===== src/shared/fsw_consts.svh =====
// Purpose: Constants for the flash status register and write-enable gate
// Assumes: 20 MHz system clock, single-bit serial instructions
// Notes:   Opcodes are eight bits, sent most significant bit first
`ifndef FSW_CONSTS_SVH
`define FSW_CONSTS_SVH

// Timing
`define FSW_CLK_PERIOD_NS   50
`define FSW_OP_TIME_NS      50000
`define FSW_OP_CYCLES       (`FSW_OP_TIME_NS / `FSW_CLK_PERIOD_NS)

// Status register layout
`define FSW_BIT_BUSY        0
`define FSW_BIT_WEL         1
`define FSW_BIT_BP_LO       2
`define FSW_BIT_BP_HI       5
`define FSW_BIT_QE          6
`define FSW_BIT_LOCK        7
`define FSW_SR_FACTORY      6'h00
`define FSW_BP_NONE         4'h0

// Instructions handled directly
`define FSW_OP_WRITE_ENABLE_CMD         8'h06
`define FSW_OP_WRITE_DISABLE_CMD         8'h04
`define FSW_OP_STATUS_WRITE_CMD         8'h01
`define FSW_OP_RDSR         8'h05
`define FSW_OP_RDFR         8'h48
`define FSW_OP_SUSPEND      8'h75
`define FSW_OP_RESUME       8'h7a
`define FSW_OP_SOFT_RESET   8'h99

// Program and erase instructions
`define FSW_OP_PP           8'h02
`define FSW_OP_PP4          8'h12
`define FSW_OP_PPQ_A        8'h32
`define FSW_OP_PPQ_B        8'h38
`define FSW_OP_PPQ4_A       8'h34
`define FSW_OP_PPQ4_B       8'h3e
`define FSW_OP_SER_A        8'hd7
`define FSW_OP_SER_B        8'h20
`define FSW_OP_SER4         8'h21
`define FSW_OP_BLOCK32_ERASE_CMD        8'h52
`define FSW_OP_BLOCK32_ERASE_CMD_4      8'h5c
`define FSW_OP_BLOCK64_ERASE_CMD        8'hd8
`define FSW_OP_BLOCK64_ERASE_CMD_4      8'hdc
`define FSW_OP_CER_A        8'hc7
`define FSW_OP_CER_B        8'h60
`define FSW_OP_INFO_ROW_ERASE_CMD         8'h64
`define FSW_OP_IRP          8'h62

// Register and protection writes needing the latch
`define FSW_OP_FUNCTION_WRITE_CMD         8'h42
`define FSW_OP_RPNV         8'h65
`define FSW_OP_XRPNV        8'h85
`define FSW_OP_XRPV         8'h83
`define FSW_OP_BANKNV       8'h18
`define FSW_OP_DLW          8'hfb
`define FSW_OP_DLW_ALT      8'he1
`define FSW_OP_PLW          8'hfd
`define FSW_OP_PLW4         8'he3
`define FSW_OP_PLE          8'he4
`define FSW_OP_PMP          8'h2f
`define FSW_OP_LBW          8'ha6
`define FSW_OP_FRZ          8'h91
`define FSW_OP_GLOCK        8'h7e
`define FSW_OP_GUNLOCK      8'h98
`define FSW_OP_PWD          8'he8
`define FSW_OP_LPNV         8'h43
`define FSW_OP_LPV          8'h4a

`endif


===== src/shared/fsw_pkg.sv =====
// Purpose: Types for the flash status register and write-enable gate
// Assumes: Constants live in fsw_consts.svh
// Notes:   Frame states are one-hot
package fsw_pkg;

   typedef logic [7:0] fsw_byte_t;

   typedef enum logic [3:0]
   {
      FSW_CMD  = 4'b0001,
      FSW_DATA = 4'b0010,
      FSW_READ = 4'b0100,
      FSW_SKIP = 4'b1000
   } fsw_frame_e;

endpackage


===== src/verilog/fsw_sync.sv =====
// Purpose: Two-stage synchroniser for pin levels
// Assumes: Inputs are asynchronous levels
// Notes:   First stage feeds only the second stage; both reset to the pins' idle levels
`timescale 1ns/1ps
module fsw_sync
#(
   parameter int           W       = 4,
   parameter logic [W-1:0] RST_VAL = '0
)
(
   // Clock and reset
   input  wire logic         clk,
   input  wire logic         rst,
   // Levels
   input  wire logic [W-1:0] d,
   output logic      [W-1:0] q
);

   logic [W-1:0] meta;

   // Two flops; metastability settles in the first
   always_ff @(posedge clk or posedge rst)
   begin
      if (rst)
      begin
         meta <= RST_VAL;
         q    <= RST_VAL;
      end
      else
      begin
         meta <= d;
         q    <= meta;
      end
   end

endmodule


===== src/verilog/fsw_status_wel.sv =====
// Purpose: Status register, busy filter and write-enable gate of a serial flash
// Assumes: Mode 0 serial link, SCK slow enough to be sampled by CLK
// Notes:   Payloads other than the status write byte are not executed here; a busy timer stands in
//
// Function
// - A register read repeats the same byte until chip select rises.
// - Bit 0 is the volatile busy flag, 1 while an internal write runs.
// - Bit 1 is the volatile write-enable latch, 0 by default.
// - Bits 2 to 5 hold block-protect bits 0 to 3, default zero.
// - Bit 6 is the non-volatile quad-enable bit, default zero.
// - Bit 7 is the non-volatile status-write lock bit, default zero.
// - Protect, quad and lock bits start out cleared.
// - Status write updates protect, quad and lock in both copies.
// - Status write data never alters the write-enable latch bit.
// - Busy is read-only and high during any program, erase or register write.
// - While busy, only status or function reads, suspend and resets are taken.
// - Suspend is taken while a page program or a sector, block or chip erase runs.
// - Busy clears when the operation ends; instructions are then accepted.
// - Latch-gated instructions are refused while the latch is zero.
// - Write-enable sets the latch; hosts issue it before writes.
// - Write-disable clears the latch.
// - The latch clears itself when a program, erase or register write ends.
// - Page program forms need the latch.
// - Sector, block and chip erase forms need the latch.
// - Status, function and read-parameter register writes need the latch.
// - Information-row erase, program and bank register writes need the latch.
// - Sector protection commands need the latch.
// - Volatile read-parameter set and volatile bank write need no latch.
// - Lock bit set with write-protect low makes status writes ignored.
// - Chip erase is ignored unless all block-protect bits are zero.
`timescale 1ns/1ps
`include "fsw_consts.svh"
module fsw_status_wel
   import fsw_pkg::*;
#(
   parameter int OP_CYCLES = `FSW_OP_CYCLES,
   parameter int CNT_W     = 16
)
(
   // Clock and reset
   input  wire logic       CLK,
   input  wire logic       RST,
   // Serial link pins
   input  wire logic       SCK,
   input  wire logic       CS_N,
   input  wire logic       SI,
   input  wire logic       WP_N,
   output logic            SO,
   output logic            SO_OE,
   // Status view
   output logic [7:0]      STATUS
);

   // Latch-gated instruction set
   function automatic logic fsw_needs_wel(input fsw_byte_t op);
      logic r;
      r = 1'b0;
      unique case (op)
         `FSW_OP_PP, `FSW_OP_PP4, `FSW_OP_PPQ_A, `FSW_OP_PPQ_B,
         `FSW_OP_PPQ4_A, `FSW_OP_PPQ4_B: r = 1'b1;
         `FSW_OP_SER_A, `FSW_OP_SER_B, `FSW_OP_SER4, `FSW_OP_BLOCK32_ERASE_CMD,
         `FSW_OP_BLOCK32_ERASE_CMD_4, `FSW_OP_BLOCK64_ERASE_CMD, `FSW_OP_BLOCK64_ERASE_CMD_4,
         `FSW_OP_CER_A, `FSW_OP_CER_B: r = 1'b1;
         `FSW_OP_STATUS_WRITE_CMD, `FSW_OP_FUNCTION_WRITE_CMD, `FSW_OP_RPNV, `FSW_OP_XRPNV,
         `FSW_OP_XRPV: r = 1'b1;
         `FSW_OP_INFO_ROW_ERASE_CMD, `FSW_OP_IRP, `FSW_OP_BANKNV: r = 1'b1;
         `FSW_OP_DLW, `FSW_OP_DLW_ALT, `FSW_OP_PLW, `FSW_OP_PLW4,
         `FSW_OP_PLE, `FSW_OP_PMP, `FSW_OP_LBW, `FSW_OP_FRZ,
         `FSW_OP_GLOCK, `FSW_OP_GUNLOCK, `FSW_OP_PWD,
         `FSW_OP_LPNV, `FSW_OP_LPV: r = 1'b1;
         default: r = 1'b0;
      endcase
      return r;
   endfunction

   // Program and erase forms, the only suspendable operations
   function automatic logic fsw_is_prog_erase(input fsw_byte_t op);
      logic r;
      r = 1'b0;
      unique case (op)
         `FSW_OP_PP, `FSW_OP_PP4, `FSW_OP_PPQ_A, `FSW_OP_PPQ_B,
         `FSW_OP_PPQ4_A, `FSW_OP_PPQ4_B, `FSW_OP_SER_A, `FSW_OP_SER_B,
         `FSW_OP_SER4, `FSW_OP_BLOCK32_ERASE_CMD, `FSW_OP_BLOCK32_ERASE_CMD_4, `FSW_OP_BLOCK64_ERASE_CMD,
         `FSW_OP_BLOCK64_ERASE_CMD_4, `FSW_OP_CER_A, `FSW_OP_CER_B: r = 1'b1;
         default: r = 1'b0;
      endcase
      return r;
   endfunction

   function automatic logic fsw_is_chip_erase(input fsw_byte_t op);
      return (op == `FSW_OP_CER_A) || (op == `FSW_OP_CER_B);
   endfunction

   logic [3:0]       pins_s;
   logic             sck_s;
   logic             cs_n_s;
   logic             si_s;
   logic             wp_n_s;
   logic             sck_q;
   logic             cs_n_q;
   logic             sck_rise;
   logic             sck_fall;
   logic             cs_fall;
   logic             cs_end;
   fsw_frame_e       state;
   logic [2:0]       bit_cnt;
   logic [6:0]       shift;
   fsw_byte_t        next_byte;
   fsw_byte_t        opcode;
   fsw_byte_t        data_byte;
   logic             cmd_got;
   logic             data_got;
   logic [2:0]       rd_idx;
   fsw_byte_t        rd_latch;
   fsw_byte_t        rd_src;
   logic [5:0]       sr_nv;
   logic [5:0]       sr_vol;
   logic             wel;
   logic             write_busy_flag;
   logic             susp;
   logic             op_pe;
   logic [CNT_W-1:0] op_cnt;
   fsw_byte_t        status_now;
   logic             exec;
   logic             sr_locked;
   logic             accept_write_enable_cmd;
   logic             accept_write_disable_cmd;
   logic             soft_rst;
   logic             start_sr;
   logic             start_op;
   logic             do_susp;
   logic             do_resume;
   logic             op_done;

   // Pins cross into CLK through two flops each; select and protect reset high,
   // their idle level, so no false select edge follows reset
   fsw_sync #(.W(4), .RST_VAL(4'ha)) u_sync
   (
      .clk (CLK),
      .rst (RST),
      .d   ({WP_N, SI, CS_N, SCK}),
      .q   (pins_s)
   );

   assign sck_s  = pins_s[0];
   assign cs_n_s = pins_s[1];
   assign si_s   = pins_s[2];
   assign wp_n_s = pins_s[3];

   // Previous levels for edge detection; idle chip select is high
   always_ff @(posedge CLK or posedge RST)
   begin
      if (RST)
      begin
         sck_q  <= 1'b0;
         cs_n_q <= 1'b1;
      end
      else
      begin
         sck_q  <= sck_s;
         cs_n_q <= cs_n_s;
      end
   end

   assign sck_rise  = sck_s & ~sck_q & ~cs_n_s;
   assign sck_fall  = ~sck_s & sck_q & ~cs_n_s;
   assign cs_fall   = ~cs_n_s & cs_n_q;
   assign cs_end    = cs_n_s & ~cs_n_q;
   assign next_byte = {shift, si_s};

   // Frame tracking: opcode, optional data byte, then read or skip
   always_ff @(posedge CLK or posedge RST)
   begin
      if (RST)
      begin
         state     <= FSW_CMD;
         bit_cnt   <= 3'h0;
         shift     <= 7'h00;
         opcode    <= 8'h00;
         data_byte <= 8'h00;
         cmd_got   <= 1'b0;
         data_got  <= 1'b0;
      end
      else if (cs_n_s)
      begin
         state   <= FSW_CMD;
         bit_cnt <= 3'h0;
      end
      else if (cs_fall)
      begin
         cmd_got  <= 1'b0;
         data_got <= 1'b0;
      end
      else if (sck_rise)
      begin
         shift   <= next_byte[6:0];
         bit_cnt <= bit_cnt + 3'h1;
         if (bit_cnt == 3'h7)
         begin
            unique case (state)
               FSW_CMD:
               begin
                  opcode  <= next_byte;
                  cmd_got <= 1'b1;
                  if (next_byte == `FSW_OP_RDSR || next_byte == `FSW_OP_RDFR)
                     state <= FSW_READ;
                  else if (next_byte == `FSW_OP_STATUS_WRITE_CMD)
                     state <= FSW_DATA;
                  else
                     state <= FSW_SKIP;
               end
               FSW_DATA:
               begin
                  data_byte <= next_byte;
                  data_got  <= 1'b1;
                  state     <= FSW_SKIP;
               end
               FSW_READ: state <= FSW_READ;
               FSW_SKIP: state <= FSW_SKIP;
            endcase
         end
      end
   end

   // Function register lives elsewhere; its read returns zero here
   assign rd_src = (opcode == `FSW_OP_RDSR) ? status_now : 8'h00;

   // Read data shifts out on SCK falls; the index wraps so the byte repeats
   always_ff @(posedge CLK or posedge RST)
   begin
      if (RST)
      begin
         SO       <= 1'b0;
         SO_OE    <= 1'b0;
         rd_idx   <= 3'h7;
         rd_latch <= 8'h00;
      end
      else
      begin
         SO_OE <= (state == FSW_READ) & ~cs_n_s;
         if (state != FSW_READ)
            rd_idx <= 3'h7;
         else if (sck_fall)
         begin
            if (rd_idx == 3'h7)
            begin
               rd_latch <= rd_src;
               SO       <= rd_src[7];
            end
            else
               SO <= rd_latch[rd_idx];
            rd_idx <= rd_idx - 3'h1;
         end
      end
   end

   // Instruction decisions are made when chip select closes the frame
   assign exec        = cs_end & cmd_got;
   assign sr_locked   = sr_vol[`FSW_BIT_LOCK-2] & ~wp_n_s;
   assign soft_rst    = exec & (opcode == `FSW_OP_SOFT_RESET);
   assign accept_write_enable_cmd = exec & ~write_busy_flag & (opcode == `FSW_OP_WRITE_ENABLE_CMD);
   assign accept_write_disable_cmd = exec & ~write_busy_flag & (opcode == `FSW_OP_WRITE_DISABLE_CMD);
   assign start_sr    = exec & ~write_busy_flag & ~susp & wel & (opcode == `FSW_OP_STATUS_WRITE_CMD)
                        & data_got & ~sr_locked;
   assign start_op    = exec & ~write_busy_flag & ~susp & wel & fsw_needs_wel(opcode)
                        & (opcode != `FSW_OP_STATUS_WRITE_CMD)
                        & ~(fsw_is_chip_erase(opcode)
                            & (sr_vol[3:0] != `FSW_BP_NONE));
   assign do_susp     = exec & write_busy_flag & op_pe & (opcode == `FSW_OP_SUSPEND);
   assign do_resume   = exec & susp & (opcode == `FSW_OP_RESUME);
   assign op_done     = write_busy_flag & (op_cnt == '0);

   // Busy engine; a suspended operation shows ready but keeps its count
   always_ff @(posedge CLK or posedge RST)
   begin
      if (RST)
      begin
         write_busy_flag    <= 1'b0;
         susp   <= 1'b0;
         op_pe  <= 1'b0;
         op_cnt <= '0;
      end
      else if (soft_rst)
      begin
         write_busy_flag  <= 1'b0;
         susp <= 1'b0;
      end
      else if (do_susp)
      begin
         write_busy_flag  <= 1'b0;
         susp <= 1'b1;
      end
      else if (do_resume)
      begin
         write_busy_flag  <= 1'b1;
         susp <= 1'b0;
      end
      else if (start_sr || start_op)
      begin
         write_busy_flag    <= 1'b1;
         op_pe  <= start_op & fsw_is_prog_erase(opcode);
         op_cnt <= CNT_W'(OP_CYCLES - 1);
      end
      else if (op_done)
         write_busy_flag <= 1'b0;
      else if (write_busy_flag)
         op_cnt <= op_cnt - CNT_W'(1);
   end

   // Write-enable latch; only the enable, disable, reset and completion touch it
   always_ff @(posedge CLK or posedge RST)
   begin
      if (RST)
         wel <= 1'b0;
      else if (soft_rst || op_done)
         wel <= 1'b0;
      else if (accept_write_enable_cmd)
         wel <= 1'b1;
      else if (accept_write_disable_cmd)
         wel <= 1'b0;
   end

   // Protect, quad and lock bits: stored copy and working copy
   always_ff @(posedge CLK or posedge RST)
   begin
      if (RST)
      begin
         sr_nv  <= `FSW_SR_FACTORY;
         sr_vol <= `FSW_SR_FACTORY;
      end
      else if (soft_rst)
         sr_vol <= sr_nv;
      else if (start_sr)
      begin
         sr_nv  <= data_byte[7:2];
         sr_vol <= data_byte[7:2];
      end
   end

   // Bit order: lock, quad, protect 3..0, latch, busy
   assign status_now = {sr_vol, wel, write_busy_flag};

   // Registered status view
   always_ff @(posedge CLK or posedge RST)
   begin
      if (RST)
         STATUS <= 8'h00;
      else
         STATUS <= status_now;
   end
endmodule


===== config.mk =====
export PLATFORM = sky130hd
export DESIGN_NAME = fsw_status_wel
export DESIGN_NICKNAME = d
export VERILOG_FILES = /design/src/shared/fsw_pkg.sv /design/src/verilog/fsw_sync.sv /design/src/verilog/fsw_status_wel.sv
export VERILOG_INCLUDE_DIRS = /design/src /design/src/shared
export SDC_FILE = /design/constraint.sdc
export NUM_CORES = 1
export LEC_CHECK = 0
export BUFFER_PORTS_ARGS = -buffer_cell sky130_fd_sc_hd__clkbuf_2
export CAP_MARGIN = 20
export CELL_PAD_IN_SITES_DETAIL_PLACEMENT = 1
export CELL_PAD_IN_SITES_GLOBAL_PLACEMENT = 2
export CORE_ASPECT_RATIO = 0.5
export CORE_MARGIN = 2
export CORE_UTILIZATION = 37
export DETAILED_ROUTE_END_ITERATION = 10
export PLACE_DENSITY = 0.86
export SYNTH_ARGS = -nofsm -noshare
export SYNTH_HDL_FRONTEND = slang
export SYNTH_SLANG_ARGS = --single-unit

===== constraint.sdc =====
create_clock -name CLK -period 2.9 [get_ports CLK]
set_clock_uncertainty 0.2 [all_clocks]
set_input_delay 0.145 -clock CLK [delete_from_list [all_inputs] [get_ports CLK]]
set_output_delay 0.145 -clock CLK [all_outputs]
set_load 0.02 [all_outputs]

# ---- After elaboration in Yosys (flattened, before gate mapping)
# Index checks and enable logic that the tools add are counted.
dict set report totals {
  out_inout_bits 10
  register_bits 95
  wordCells 204
}
dict set report op_classes {
  n_reduce_logical 33
  magnitude_cmp 1
  muxes 46
  add_sub_neg 3
  eq_ne 55
  bitwise_logic 43
}
# op n
set op_table {}
lappend op_table {{8-bit == test (second input constant)} 16}
lappend op_table {{8-bit by 7-bit == test with 1-bit output (second input constant)} 13}
lappend op_table {{8-bit by 6-bit == test with 1-bit output (second input constant)} 7}
lappend op_table {{16-bit 2-to-1 mux} 3}
lappend op_table {{36-bit OR reduction} 1}
lappend op_table {{8-bit by 3-bit == test with 1-bit output (second input constant)} 4}
lappend op_table {{1-bit bitwise AND} 29}
lappend op_table {{1-bit 2-to-1 mux} 27}
lappend op_table {{4-bit 2-to-1 mux} 6}
lappend op_table {{2-bit nonzero test} 9}
lappend op_table {{8-bit by 1-bit == test with 1-bit output (second input constant)} 2}
lappend op_table {{8-bit by 5-bit == test with 1-bit output (second input constant)} 2}
lappend op_table {{16-bit zero test} 1}
lappend op_table {{16-bit by 1-bit subtractor with 16-bit output (second input constant)} 1}
lappend op_table {{3-bit 2-to-1 mux} 5}
lappend op_table {{5-bit AND reduction} 3}
lappend op_table {{15-bit OR reduction} 1}
lappend op_table {{1-bit NOT} 14}
lappend op_table {{6-bit 2-to-1 mux} 2}
lappend op_table {{4-bit one-hot mux with 3 select lines} 1}
lappend op_table {{4-bit AND reduction} 3}
lappend op_table {{3-bit AND reduction} 3}
lappend op_table {{8-bit by 2-bit == test with 1-bit output (second input constant)} 1}
lappend op_table {{8-bit 2-to-1 mux} 1}
lappend op_table {{18 further kinds} 26}

# ---- Longest topological paths before layout
dict set report depth {
  depth_word 15
  ltp_mapped 10
  depth_no_buf 8
}

# ---- Modules after synthesis
# Synthesis repeated with hierarchy kept, for this count alone.
dict set report unflattened {
  hier_cells 426
  area_unflattened_um2 4524.3
}
# module area_per_inst_um2 cells_per_inst instances
set by_module_without_submodules {}
lappend by_module_without_submodules {fsw_status_wel 4315.4 417 1}
lappend by_module_without_submodules {fsw_sync 209.0 9 1}

# ---- Worst setup path after synthesis
# No wires, ideal clock.
dict set report synth_timing {
  kind {register to register}
  start {register bit_cnt[0]}
  end {register data_byte[2]}
  setup_ps 125
  path_buffers 1
  path_stages_with_launch 9
  arrival_time_ps 2038
  slack_ps 537
  synth_period_minus_slack_ps 2363
  path_cell_list {dfrtp_1 -> ha_1 -> ha_1 -> inv_1 -> nor4b_1 -> nor2b_1 -> and4_1 -> clkbuf_1 -> mux2_2}
}
dict set report synth_via {
  elab_chain_cells 2
}
# element line
set synth_rtl {}
lappend synth_rtl {{start: declaration} fsw_status_wel.sv:106} ;# logic [2:0] bit_cnt;
lappend synth_rtl {{start signal: assignment} fsw_status_wel.sv:197} ;# bit_cnt <= bit_cnt + 3'h1;
lappend synth_rtl {{3-bit == test} fsw_status_wel.sv:198} ;# if (bit_cnt == 3'h7)
lappend synth_rtl {{5-bit AND reduction (no line)} n/a}
lappend synth_rtl {{end signal: assignment} fsw_status_wel.sv:214} ;# data_byte <= next_byte;
lappend synth_rtl {{end: declaration} fsw_status_wel.sv:110} ;# fsw_byte_t data_byte;
# No other way between the ends.
# A chain may end at the register's enable or synchronous reset.

# ---- Worst setup path in the final report
dict set report layout_timing {
  start {register opcode[6]}
  end {register op_pe}
}
dict set report layout_via {
  elab_chain_cells 8
}
# element line
set layout_rtl {}
lappend layout_rtl {{start: declaration} fsw_status_wel.sv:109} ;# fsw_byte_t opcode;
lappend layout_rtl {{start signal: assignment} fsw_status_wel.sv:203} ;# opcode <= next_byte;
lappend layout_rtl {{8-bit by 1-bit == test with 1-bit output, or another cell as far along} fsw_status_wel.sv:58} ;# unique case (op)
lappend layout_rtl {{36-bit OR reduction (no line) / 15-bit OR reduction (equally long branches)} n/a}
lappend layout_rtl {{1-bit 2-to-1 mux, on equally long branches} {fsw_status_wel.sv:58, fsw_status_wel.sv:80}}
lappend layout_rtl {{1-bit bitwise AND / 1-bit 2-to-1 mux (equally long branches)} {fsw_status_wel.sv:265, fsw_status_wel.sv:298}}
lappend layout_rtl {{1-bit bitwise AND / 1-bit 2-to-1 mux (equally long branches)} {fsw_status_wel.sv:265, fsw_status_wel.sv:293}}
lappend layout_rtl {{1-bit bitwise AND / 1-bit 2-to-1 mux (equally long branches)} {fsw_status_wel.sv:265, fsw_status_wel.sv:288}}
lappend layout_rtl {{1-bit logical OR / 1-bit 2-to-1 mux (equally long branches)} {fsw_status_wel.sv:298, fsw_status_wel.sv:283}}
lappend layout_rtl {{4-bit AND reduction (no line) / 1-bit bitwise AND (equally long branches)} n/a}
lappend layout_rtl {{end signal: assignment} fsw_status_wel.sv:301} ;# op_pe <= start_op & fsw_is_prog_erase(opcode);
lappend layout_rtl {{end: declaration} fsw_status_wel.sv:121} ;# logic op_pe;
# Several ways; a longest one is shown, not always the timed one. The select of a mux whose other input is x is not followed.

==> impl_results.md <==
* Ys flop type: dfrtp_1
* Crit-path cells: buf_4 > nor4b_2 > nand3_1 > or3_1 > a32o_1
* Vias in the first global route at 3,503
* Post-CTS Setup Bufs at 0
* RSZ-0062 raised after global routing: no
* Final RePlAce weighted congestion at 0.793
* Slowest cell delay on critical path at 550 ps
* Syn Nets at 447
* Total Wirelength at 10,800 um
* Dominant cells by area after synthesis: dfrtp_1 (45%), dfstp_2 (5.1%), nand2_1 (4.7%), mux2_2 (4.6%), nand3_1 (2.4%)
* Setup-failing EPs final at 0
* Critical path's slowest cell: dfrtp_1
* Via Count at 3,375
* Die W at 162 um
* Hold WC Path Type: in -> async
* Syn Inst Count at 436
* Iteration-0 DRC Markers at 183
* CTS tree: built
* Total gr overflow at 0
* Slew at the pin with the worst max-slew slack at 688 ps
* Flops & latches, synth at 93
* Max-cap viol count at 0
* Mean Syn Cell Area at 10.6 um^2
* Post-synth top area share at 45.4%
* Buf/Inv on CP at 1
* Htree depth at 3
* Crit. End Element: flip-flop
* Overall Global Routing Usage at 17.3%
* WS Path Type: reg -> reg
* Data arrival, critical path at 2720 ps
* Port bufs at 15
* Pwr Density at 493 mW/mm^2
* Chip Height at 83.1 um
* WL/cell at 17.0 um
* Max Fanout on Critical Path at 15
* Layout area overhead at 13.6%
* Max Slew Vio Count at 0
* Async SR Flop Fraction at 100%
* Area of the core at 0.0120 mm^2
* EDFF count, synth at 0
* Setup TNS at 0 ps
* Post-synth cell types at 69
* I/O pin total at 16
* Clock period minus worst slack at 2690 ps
* Antenna fix cells at 0
* Max Clk Rate at 371 MHz
* Cell Area, Synth at 0.00463 mm^2
* Yosys Warn Count at 0
* Final HPWL DP at 7620 um
* Worst-path clk slew at 60 ps
* Area leader, netlist: dfrtp_1
* Share of post-route cells with drive strength above 1 at 21.1%
* Final period utilization at 92.8%
* Worst VDD drop at 238 uV
* Die area at 0.0135 mm^2
* Via density at 5.32
* CTS buffer count at 9
* Final Util at 43.7%
* DRT Pass-1 Iters at 4
* Initial Utilization at 38.5%
* Post-route ant nets at 0
* Clock root buffer: clkbuf_16
* Synth cell count leaders: dfrtp_1 (84), nand2_1 (58), nor2_1 (29)
* Sequential share of the synthesized area at 50.6%
* Leak Pwr at 2.45 nW
* First-pass GRT wire length at 18,400 um
* Initial antenna violation count at 0
* Num Clock Sinks at 93
* Most frequent cell after synthesis: dfrtp_1
* Num rows at 28
* Hold_ws at 67.1 ps
* Status: finished clean
* Worst path top cell family by delay: simple AND/OR/NAND/NOR gates
* Worst slew margin at 54.1%
* Clock Path Buffers at 2
* Clock Latency Late Sink at 340 ps
* Startpoint Class: flip-flop
* Nets@finish at 475
* DRC at 0
* Final hold violations at 0
* Worst path required time at 2930 ps
* Maximum number of pins on one net before global-route repair at 80
## cell usage in the layout (no fill, tap or decap), types with 3 or more instances in the layout
| cell type | netlist | final |
|---|---|---|
| buf_4 | 4 | 22 |
| inv_1 | 14 | 13 |
| a22o_1 | 7 | 7 |
| nor2_1 | 29 | 29 |
| nor2b_1 | 6 | 6 |
| and2_1 | 7 | 7 |
| clkbuf_16 | 0 | 9 |
| nor4_1 | 6 | 6 |
| o2111ai_1 | 3 | 3 |
| clkbuf_2 | 0 | 15 |
| nor3_1 | 8 | 8 |
| nand2_1 | 58 | 58 |
| or3_1 | 6 | 6 |
| mux2i_1 | 3 | 3 |
| and3_1 | 4 | 4 |
| nand3_1 | 22 | 22 |
| mux2_2 | 19 | 19 |
| o21ai_0 | 11 | 11 |
| or4_1 | 4 | 4 |
| xor2_1 | 9 | 9 |
| nand4b_1 | 3 | 3 |
| dfrtp_1 | 84 | 84 |
| o211ai_1 | 4 | 4 |
| dfstp_2 | 9 | 9 |
| nand3b_1 | 3 | 3 |
| a21oi_1 | 5 | 5 |
| ha_1 | 5 | 5 |
| nor3b_1 | 6 | 6 |
| nand4_1 | 13 | 13 |
| xnor2_1 | 12 | 12 |
| dlygate4sd3_1 | 0 | 5 |
## state kept, by name, summed over array words and instances, names as in the netlist, 4 cells and up
name	flops
sr_vol	6
shift	7
rd_latch	8
STATUS	8
op_cnt	16
state	4
opcode	8
data_byte	6
sr_nv	6
u_sync.q	4
u_sync.meta	4
## worst paths after layout
kind	startpoint	end	slack, ps	depth (start not counted)
worst max register to register	opcode[6]$_DFFE_PP0P_	op_pe$_DFFE_PP0P_	210	5
worst min register to register	u_sync.meta[2]$_DFF_PP0_	u_sync.q[2]$_DFF_PP0_	150	0
max in group asynchronous	RST	rd_idx[0]$_DFFE_PP1P_	1730	4
worst max-delay path	opcode[6]$_DFFE_PP0P_	op_pe$_DFFE_PP0P_	210	5
min in group CLK	u_sync.meta[2]$_DFF_PP0_	u_sync.q[2]$_DFF_PP0_	150	0
worst min-delay path	RST	u_sync.meta[2]$_DFF_PP0_	70	3
## metrics by stage
step / instances / setup slack (ps) / power, W / area [um^2]
6_report: 634 / 208 / 0.00259 / 5260
5_1_grt: 634 / 41.1 / 0.00269 / 5260
4_1_cts: 634 / 60.5 / 0.00263 / 5250
3_5_place_dp: 613 / 81.0 / 0.00151 / 4920
3_3_place_gp: 613 / 159 / 0.00151 / 4920
2_1_floorplan: 436 / 150 / 0.00146 / 4630
## per-layer routing
| metal | track usage, % | vias to the layer above | share of wire (%) |
|---|---|---|---|
| li1 | - | 1618 | - |
| met1 | 24.1 | 1714 | 50 |
| met2 | 27.4 | 34 | 46 |
| met3 | 4.35 | 9 | 3.0 |
| met4 | 3.78 | 0 | 0.89 |
| met5 | 0 | - | 0 |
## logic make-up after synthesis
family	after synthesis	share of synthesized area [%]
adders and majority gates	5	1.35
AOI/OAI and AO/OA	56	9.14
DFF	93	50.6
xor gates and xnor gates	21	3.98
buffers and inverters	41	5.33
and+or+nand+nor	196	23.4
muxes	24	6.25
## layout make-up
cell class              count  area [um^2]
flip-flops and latches     93         2340
repair buffers             44          330
clock buffers              11          243
multi-input cells         302         2050
clock inverters             5         36.3
fillers                  1330         6760
well taps                 165          206
inverters                  14         55.1
## tightest hold or removal path, stage by stage
cell	delay (ps)
dlygate4sd3_1	530
clkbuf_2	120
inv_4	180
## power by group
part	switching (W)	leakage, nW	internal (W)
registers	0.0000542	1.25	0.00133
clock network	0.000489	0.140	0.000608
logic	0.0000563	1.06	0.0000480
total	0.000599	2.45	0.00199
## timing repair
| action | CTS | global route |
|---|---|---|
| hold endpoints to repair | 89 | 0 |
| hold buffers | 5 | 0 |
| gates resized for setup | 0 | 1 |
| setup endpoints to repair | 0 | 5 |
No activity file was read; power rests on OpenSTA's default activity.
